## config.mk

```make
export PLATFORM = sky130hd
export DESIGN_NAME = cmp_regs
export DESIGN_NICKNAME = d
export VERILOG_FILES = /design/src/design/cmp_regs.v
export VERILOG_INCLUDE_DIRS = /design/src /design/src/design
export SDC_FILE = /design/constraint.sdc
export NUM_CORES = 1
export LEC_CHECK = 0
export ABC_AREA = 0
export BUFFER_PORTS_ARGS = -buffer_cell sky130_fd_sc_hd__buf_2
export CORE_ASPECT_RATIO = 1.2
export CORE_UTILIZATION = 56
export DETAILED_ROUTE_END_ITERATION = 10
export GPL_TIMING_DRIVEN = 0
export PLACE_DENSITY = 0.9
export SETUP_SLACK_MARGIN = 0.4
export SLEW_MARGIN = 20
export SYNTH_ARGS = -nofsm -noshare
export SYNTH_HDL_FRONTEND = slang
export SYNTH_SLANG_ARGS = --single-unit
```

## constraint.sdc

```tcl
create_clock -name REF_CLK_I -period 3.9 [get_ports REF_CLK_I]
set_input_delay 0.78 -clock REF_CLK_I [delete_from_list [all_inputs] [get_ports REF_CLK_I]]
set_output_delay 0.78 -clock REF_CLK_I [all_outputs]
set_load 0.01 [all_outputs]
```

## src/design/cmp_regs_map.vh

```
// Behaviour
// - mode register unused bits read zero, ignored
// - bit 5 enables rising-flag interrupt request
// - bit 4 enables falling-flag interrupt request
// - mode bits 1:0 drive response time
// - control bit 6 shows comparator result
// - rising edge sets bit 5 until cleared
// - falling edge sets bit 4 until cleared
// - control bits 3:2 drive positive hysteresis
// - control bits 1:0 drive negative hysteresis
// - input select register drives analog selectors
// - control bit 7 powers comparator on
// - disabled comparator pin output reads low
// - each edge direction has flag and enable
`ifndef CMP_REGS_MAP_VH
`define CMP_REGS_MAP_VH
`define CMP_B_CTRL_ADDR  8'h9a
`define CMP_A_CTRL_ADDR  8'h9b
`define CMP_B_MODE_ADDR  8'h9c
`define CMP_A_MODE_ADDR  8'h9d
`define CMP_B_SEL_ADDR   8'h9e
`define CMP_A_SEL_ADDR   8'h9f
`define BIT_EN           7
`define BIT_OUT          6
`define BIT_RISE         5
`define BIT_FALL         4
`define MODE_RESET       2'h2
`define CTRL_WMASK       8'hbf
`define MODE_MASK        8'h33
`define SEL_MASK         8'h77
`endif

```

## src/design/cmp_regs.v

```verilog
`include "cmp_regs_map.vh"

module cmp_unit #(
  parameter [7:0] CTRL_ADDR = `CMP_A_CTRL_ADDR,
  parameter [7:0] MODE_ADDR = `CMP_A_MODE_ADDR,
  parameter [7:0] SEL_ADDR  = `CMP_A_SEL_ADDR
) (
  input  wire       clk_i,
  input  wire       rst_i,
  input  wire [7:0] addr_i,
  input  wire [7:0] wdata_i,
  input  wire       wr_i,
  input  wire       cmp_raw_i,
  output reg  [7:0] ctrl_ff,
  output reg  [7:0] mode_ff,
  output reg  [7:0] sel_ff,
  output reg        irq_ff,
  output reg        pin_ff
);
  reg       sync1_ff;
  reg       sync2_ff;
  reg       last_ff;
  reg [7:0] nxt_ctrl;
  wire      rise = sync2_ff & ~last_ff;
  wire      fall = ~sync2_ff & last_ff;
  wire      wr_ctrl = wr_i && (addr_i == CTRL_ADDR);

  always @* begin
    nxt_ctrl = ctrl_ff;
    if (wr_ctrl) begin
      nxt_ctrl = wdata_i & `CTRL_WMASK;
    end
    nxt_ctrl[`BIT_OUT] = sync2_ff;
    if (rise) begin
      nxt_ctrl[`BIT_RISE] = 1'b1;
    end
    if (fall) begin
      nxt_ctrl[`BIT_FALL] = 1'b1;
    end
  end

  always @(posedge clk_i or posedge rst_i) begin
    if (rst_i) begin
      sync1_ff <= 1'b0;
      sync2_ff <= 1'b0;
      last_ff  <= 1'b0;
      ctrl_ff  <= 8'h00;
      mode_ff  <= {6'h00, `MODE_RESET};
      sel_ff   <= 8'h00;
      irq_ff   <= 1'b0;
      pin_ff   <= 1'b0;
    end else begin
      sync1_ff <= cmp_raw_i & ctrl_ff[`BIT_EN];
      sync2_ff <= sync1_ff;
      last_ff  <= sync2_ff;
      ctrl_ff  <= nxt_ctrl;
      if (wr_i && (addr_i == MODE_ADDR)) begin
        mode_ff <= wdata_i & `MODE_MASK;
      end
      if (wr_i && (addr_i == SEL_ADDR)) begin
        sel_ff <= wdata_i & `SEL_MASK;
      end
      irq_ff <= (ctrl_ff[`BIT_RISE] & mode_ff[`BIT_RISE])
              | (ctrl_ff[`BIT_FALL] & mode_ff[`BIT_FALL]);
      pin_ff <= ctrl_ff[`BIT_EN] & sync2_ff;
    end
  end
endmodule // cmp_unit

module cmp_regs (
  input  wire       REF_CLK_I,
  input  wire       SYS_RST_I,
  input  wire [7:0] SFR_ADDR_I,
  input  wire [7:0] SFR_WDATA_I,
  input  wire       SFR_WR_I,
  input  wire       SFR_RD_I,
  input  wire       CMP_A_RAW_I,
  input  wire       CMP_B_RAW_I,
  output reg  [7:0] SFR_RDATA_O,
  output wire       CMP_A_ENABLE_O,
  output wire       CMP_B_ENABLE_O,
  output wire [1:0] CMP_A_RESPONSE_MODE_O,
  output wire [1:0] CMP_B_RESPONSE_MODE_O,
  output wire [1:0] CMP_A_POS_HYST_O,
  output wire [1:0] CMP_B_POS_HYST_O,
  output wire [1:0] CMP_A_NEG_HYST_O,
  output wire [1:0] CMP_B_NEG_HYST_O,
  output wire [2:0] CMP_A_POS_INPUT_SEL_O,
  output wire [2:0] CMP_B_POS_INPUT_SEL_O,
  output wire [2:0] CMP_A_NEG_INPUT_SEL_O,
  output wire [2:0] CMP_B_NEG_INPUT_SEL_O,
  output wire       CMP_A_IRQ_O,
  output wire       CMP_B_IRQ_O,
  output wire       CMP_A_PIN_O,
  output wire       CMP_B_PIN_O
);
  wire [7:0] a_ctrl;
  wire [7:0] a_mode;
  wire [7:0] a_sel;
  wire [7:0] b_ctrl;
  wire [7:0] b_mode;
  wire [7:0] b_sel;

  // one unit per comparator, differing only in addresses
  cmp_unit #(
    .CTRL_ADDR (`CMP_A_CTRL_ADDR),
    .MODE_ADDR (`CMP_A_MODE_ADDR),
    .SEL_ADDR  (`CMP_A_SEL_ADDR)
  ) u_cmp_a (
    .clk_i     (REF_CLK_I),
    .rst_i     (SYS_RST_I),
    .addr_i    (SFR_ADDR_I),
    .wdata_i   (SFR_WDATA_I),
    .wr_i      (SFR_WR_I),
    .cmp_raw_i (CMP_A_RAW_I),
    .ctrl_ff   (a_ctrl),
    .mode_ff   (a_mode),
    .sel_ff    (a_sel),
    .irq_ff    (CMP_A_IRQ_O),
    .pin_ff    (CMP_A_PIN_O)
  );

  cmp_unit #(
    .CTRL_ADDR (`CMP_B_CTRL_ADDR),
    .MODE_ADDR (`CMP_B_MODE_ADDR),
    .SEL_ADDR  (`CMP_B_SEL_ADDR)
  ) u_cmp_b (
    .clk_i     (REF_CLK_I),
    .rst_i     (SYS_RST_I),
    .addr_i    (SFR_ADDR_I),
    .wdata_i   (SFR_WDATA_I),
    .wr_i      (SFR_WR_I),
    .cmp_raw_i (CMP_B_RAW_I),
    .ctrl_ff   (b_ctrl),
    .mode_ff   (b_mode),
    .sel_ff    (b_sel),
    .irq_ff    (CMP_B_IRQ_O),
    .pin_ff    (CMP_B_PIN_O)
  );

  assign CMP_A_ENABLE_O        = a_ctrl[`BIT_EN];
  assign CMP_B_ENABLE_O        = b_ctrl[`BIT_EN];
  assign CMP_A_RESPONSE_MODE_O = a_mode[1:0];
  assign CMP_B_RESPONSE_MODE_O = b_mode[1:0];
  assign CMP_A_POS_HYST_O      = a_ctrl[3:2];
  assign CMP_B_POS_HYST_O      = b_ctrl[3:2];
  assign CMP_A_NEG_HYST_O      = a_ctrl[1:0];
  assign CMP_B_NEG_HYST_O      = b_ctrl[1:0];
  assign CMP_A_POS_INPUT_SEL_O = a_sel[2:0];
  assign CMP_B_POS_INPUT_SEL_O = b_sel[2:0];
  assign CMP_A_NEG_INPUT_SEL_O = a_sel[6:4];
  assign CMP_B_NEG_INPUT_SEL_O = b_sel[6:4];

  // registered read data, valid the edge after SFR_RD_I
  always @(posedge REF_CLK_I or posedge SYS_RST_I) begin
    if (SYS_RST_I) begin
      SFR_RDATA_O <= 8'h00;
    end else if (SFR_RD_I) begin
      if (SFR_ADDR_I == `CMP_A_CTRL_ADDR) begin
        SFR_RDATA_O <= a_ctrl;
      end else if (SFR_ADDR_I == `CMP_B_CTRL_ADDR) begin
        SFR_RDATA_O <= b_ctrl;
      end else if (SFR_ADDR_I == `CMP_A_MODE_ADDR) begin
        SFR_RDATA_O <= a_mode;
      end else if (SFR_ADDR_I == `CMP_B_MODE_ADDR) begin
        SFR_RDATA_O <= b_mode;
      end else if (SFR_ADDR_I == `CMP_A_SEL_ADDR) begin
        SFR_RDATA_O <= a_sel;
      end else if (SFR_ADDR_I == `CMP_B_SEL_ADDR) begin
        SFR_RDATA_O <= b_sel;
      end else begin
        SFR_RDATA_O <= 8'h00;
      end
    end
  end
endmodule // cmp_regs

```

==> results.py <==
metrics = {
    "status": {
        "status": "finished, final reports clean",
    },
    "drt": {
        "route.met3.wl_um": 338,
        "drt_first_pass_iters": 4,
        "postRouteAntennaNets": 0,
        "wl_met2_mm": 2.73,
        "route.detailed.drc": 0,
        "post_drt_via_cell_ratio": 5.73,
        "wl_mm": 5.46,
        "drt-initial-drc-count": 89,
        "wl_per_cell_um": 17.2,
        "highest_layer": "met4",
        "vias": 1817,
        "wl_met1_mm": 2.26,
    },
    "clock_network": {
        "postCtsSetupRepairBufs": 0,
        "cts_inserted_buffers": 5,
        "clock-sinks": 52,
        "clk-insertion-delay-late_ns": 0.31,
        "cts_tree": "done",
        "cts.htree.levels": 2,
        "clk_path_buf_depth": 2,
        "clk_pin_slew_worst_paths_ns": 0.08,
        "root_buffer": "clkbuf_8",
        "cts-hold-fix-buffers": 0,
        "cts_resized": 0,
    },
    "synth": {
        "postSynthAreaPerCell_um2": 12.2,
        "synthAdderAreaFrac_pct": 0,
        "synth_top_family_by_area": "multiplexers",
        "ys_ff_latch": 52,
        "ys_seq_area_share_pct": 54.8,
        "yosysUniqueCellTypes": 39,
        "syn_nets": 217,
        "synthArstFlopShare_pct": 100,
        "synthMuxAreaShare_pct": 17.2,
        "ys_warn_count": 0,
        "yosys.area_share.simple_pct": 12.1,
        "synth_xor_area_share_pct": 0,
        "synthCells": 195,
        "synth_compound_area_share_pct": 9.72,
        "synth_area_um2": 2380,
        "synthFlopType": "dfrtp_1",
        "synth_edf_count": 0,
    },
    "floorplan": {
        "die_h_um": 73.4,
        "rows": 25,
        "start_util_pct": 59.5,
        "dieArea_um2": 4520,
        "coreArea_um2": 4000,
        "die_w_um": 61.5,
        "ios": 60,
    },
    "final_layout": {
        "drive_gt1_share_pct": 46.8,
        "multi_input_area_um2": 930,
        "antennaDiodeCount": 0,
        "fin_nets": 284,
        "area_growth_pct": 21.4,
        "stdcell_count": 317,
        "n_fill_cell": 316,
        "post-route-util_pct": 72.2,
        "seq_area_um2": 1300,
    },
    "worst_setup_path": {
        "critPathLaunchType": "input port",
        "cp.arrival_ns": 2.34,
        "worst_setup_path_end_kind": "flop",
        "criticalPathCategory": "in2reg",
        "crit_fanout": 6,
        "reg2regPathDepth": 4,
        "setup.worst_path.start": "SFR_ADDR_I[6]",
        "worstReg2RegEnd": "SFR_RDATA_O[0]$_DFFE_PP0P_",
        "r2r_start": "u_cmp_b.mode_ff[0]$_DFFE_PP0P_",
        "rrSetupSlack_ns": 2.81,
        "worst_ep_required_time_ns": 4.10,
    },
    "grt": {
        "grt_pass1_vias": 1785,
        "antenna_found_initial": 0,
        "grt_overflow": 0,
        "grt_pass1_wl_mm": 8.49,
        "grt_max_degree": 34,
        "track_usage_pct": 26.5,
    },
    "worst_hold_path": {
        "hold_end": "u_cmp_b.sync2_ff$_DFF_PP0_",
        "holdPathStages": 0,
        "min-delay-start": "u_cmp_b.sync1_ff$_DFF_PP0_",
        "hp-class": "reg2reg",
    },
    "place": {
        "gp_congestion": 0.898,
        "place_hpwl_mm": 3.95,
        "pre_cts_slack_ns": 1.48,
        "dp.cells": 309,
        "portBuffers": 59,
    },
    "sta": {
        "setup_violations": 0,
        "fin_worst_skew_ns": 0.00739,
        "fin_crit_ns": 2.14,
        "relSlewSlack_pct": 49.2,
        "fin_setup_tns_ns": 0,
        "worst_pin_slew_ns": 0.759,
        "hold_viol": 0,
        "layout_setup_ws_ns": 1.76,
        "rsz0062_at_grt": "no",
        "drv_slew": 0,
        "min_period_over_period_pct": 55.0,
        "fmax_ghz": 0.466,
    },
    "run": {
        "drv_cap": 0,
    },
    "power": {
        "power.density_nw_per_um2": 387,
        "p_leak_nw": 1.52,
        "ir_worst_vdd_mv": 0.268,
        "p_total_mw": 1.12,
    },
}
[per-stage QoR]
| step | hold slack (ns) | cell area [um^2] |
|---|---|---|
| global route | 0.368 | 2890 |
| detailed placement | 0.337 | 2760 |
| finish | 0.354 | 2890 |
| CTS | 0.357 | 2890 |
| floorplan | 0.331 | 2380 |
| global placement | 0.332 | 2740 |
[kinds of logic after synthesis]
group | after synthesis
and+or+nand+nor | 46
AOI/OAI and AO/OA | 34
DFF | 52
muxes | 37
buffers and inverters | 26
[worst max-delay path, cell delays in order]
cell	delay [ns]
buf_2	0.09
and2b_1	0.30
nand4_4	0.15
nor2_1	0.61
mux2_2	0.41
[flip-flops by register name (all words and copies together) (netlist names), 4 cells and up]
name	count
u_cmp_a.ctrl_ff	8
u_cmp_b.ctrl_ff	8
u_cmp_b.mode_ff	4
u_cmp_a.mode_ff	4
u_cmp_b.sel_ff	6
SFR_RDATA_O	8
u_cmp_a.sel_ff	6
[cell usage in the layout (no fill, tap or decap), types with 2 or more instances in the layout]
cell       synthesis  layout
nor2_1             5       5
a21oi_1            3       3
nor2b_1            6       6
a22oi_1            4       4
mux2i_1            6       6
o22ai_1            2       2
and2_1             4       4
inv_1              8       7
dfrtp_1           50      50
clkbuf_8           0       7
dfstp_2            2       2
a31oi_1            2       2
nand2_1           12      12
nand2b_1           3       3
o21ai_0           11      11
o32ai_1            2       2
a22o_1             2       2
a32oi_1            2       2
nand3_1            3       3
nand3b_1           3       3
a221o_1            2       2
mux2_2            31      31
o2bb2ai_1          2       2
buf_2              3      62
buf_4             12      12
[area by class of cell]
cell class | instances | area share [%]
sequential | 52 | 45.1
multi-input combinational | 117 | 32.2
timing repair buffer | 60 | 10.9
buffer | 18 | 4.07
clock buffer | 7 | 3.33
tap | 54 | 2.34
clock inverter | 1 | 1.04
inverter | 8 | 1.04
[power by group]
part | total, mW | internal (mW) | switching [mW]
clock | 0.406 | 0.226 | 0.180
sequential | 0.589 | 0.567 | 0.0220
combinational | 0.123 | 0.0594 | 0.0634
total | 1.12 | 0.852 | 0.265
[per-layer routing]
metal	vias to the layer above	track usage, %
met2	72	42.2
met5	-	0
met1	916	33.6
met3	14	6.51
met4	0	12.3
li1	815	-
[Yosys cell counts, drive strengths merged, types with 2 or more instances]
master / n / area [um^2]
o22ai: 2 / 12.5
a22o: 2 / 17.5
mux2: 31 / 349
a31oi: 2 / 12.5
nand3: 3 / 15.0
inv: 8 / 30.0
a21oi: 3 / 15.0
nand2: 12 / 45.0
o21ai: 11 / 55.1
a22oi: 4 / 30.0
a32oi: 2 / 17.5
clkbuf: 2 / 8.75
nor2b: 6 / 37.5
o32ai: 2 / 17.5
nor2: 5 / 18.8
dfstp: 2 / 52.6
and3b: 2 / 18.8
nand3b: 3 / 22.5
a221o: 2 / 20.0
o2bb2ai: 2 / 17.5
nor3b: 2 / 20.0
mux2i: 6 / 60.1
nand4: 2 / 33.8
buf: 16 / 109
and2: 4 / 25.0
dfrtp: 50 / 1250
nand2b: 3 / 18.8
[how the worst max path moves through the flow]
stage          cells after the start                       endpoint  slack (ns)
2_1_floorplan                      1     SFR_RDATA_O[0]$_DFFE_PP0P_        1.87
3_3_place_gp                       2  u_cmp_b.sel_ff[1]$_DFFE_PP0P_        1.28
3_5_place_dp                       5  u_cmp_a.sel_ff[5]$_DFFE_PP0P_        1.48
4_1_cts                            5  u_cmp_a.sel_ff[5]$_DFFE_PP0P_        1.81
5_1_grt                            5  u_cmp_a.sel_ff[1]$_DFFE_PP0P_        1.73
6_report                           5  u_cmp_a.sel_ff[4]$_DFFE_PP0P_        1.76
(Power assumes the default switching activity.)
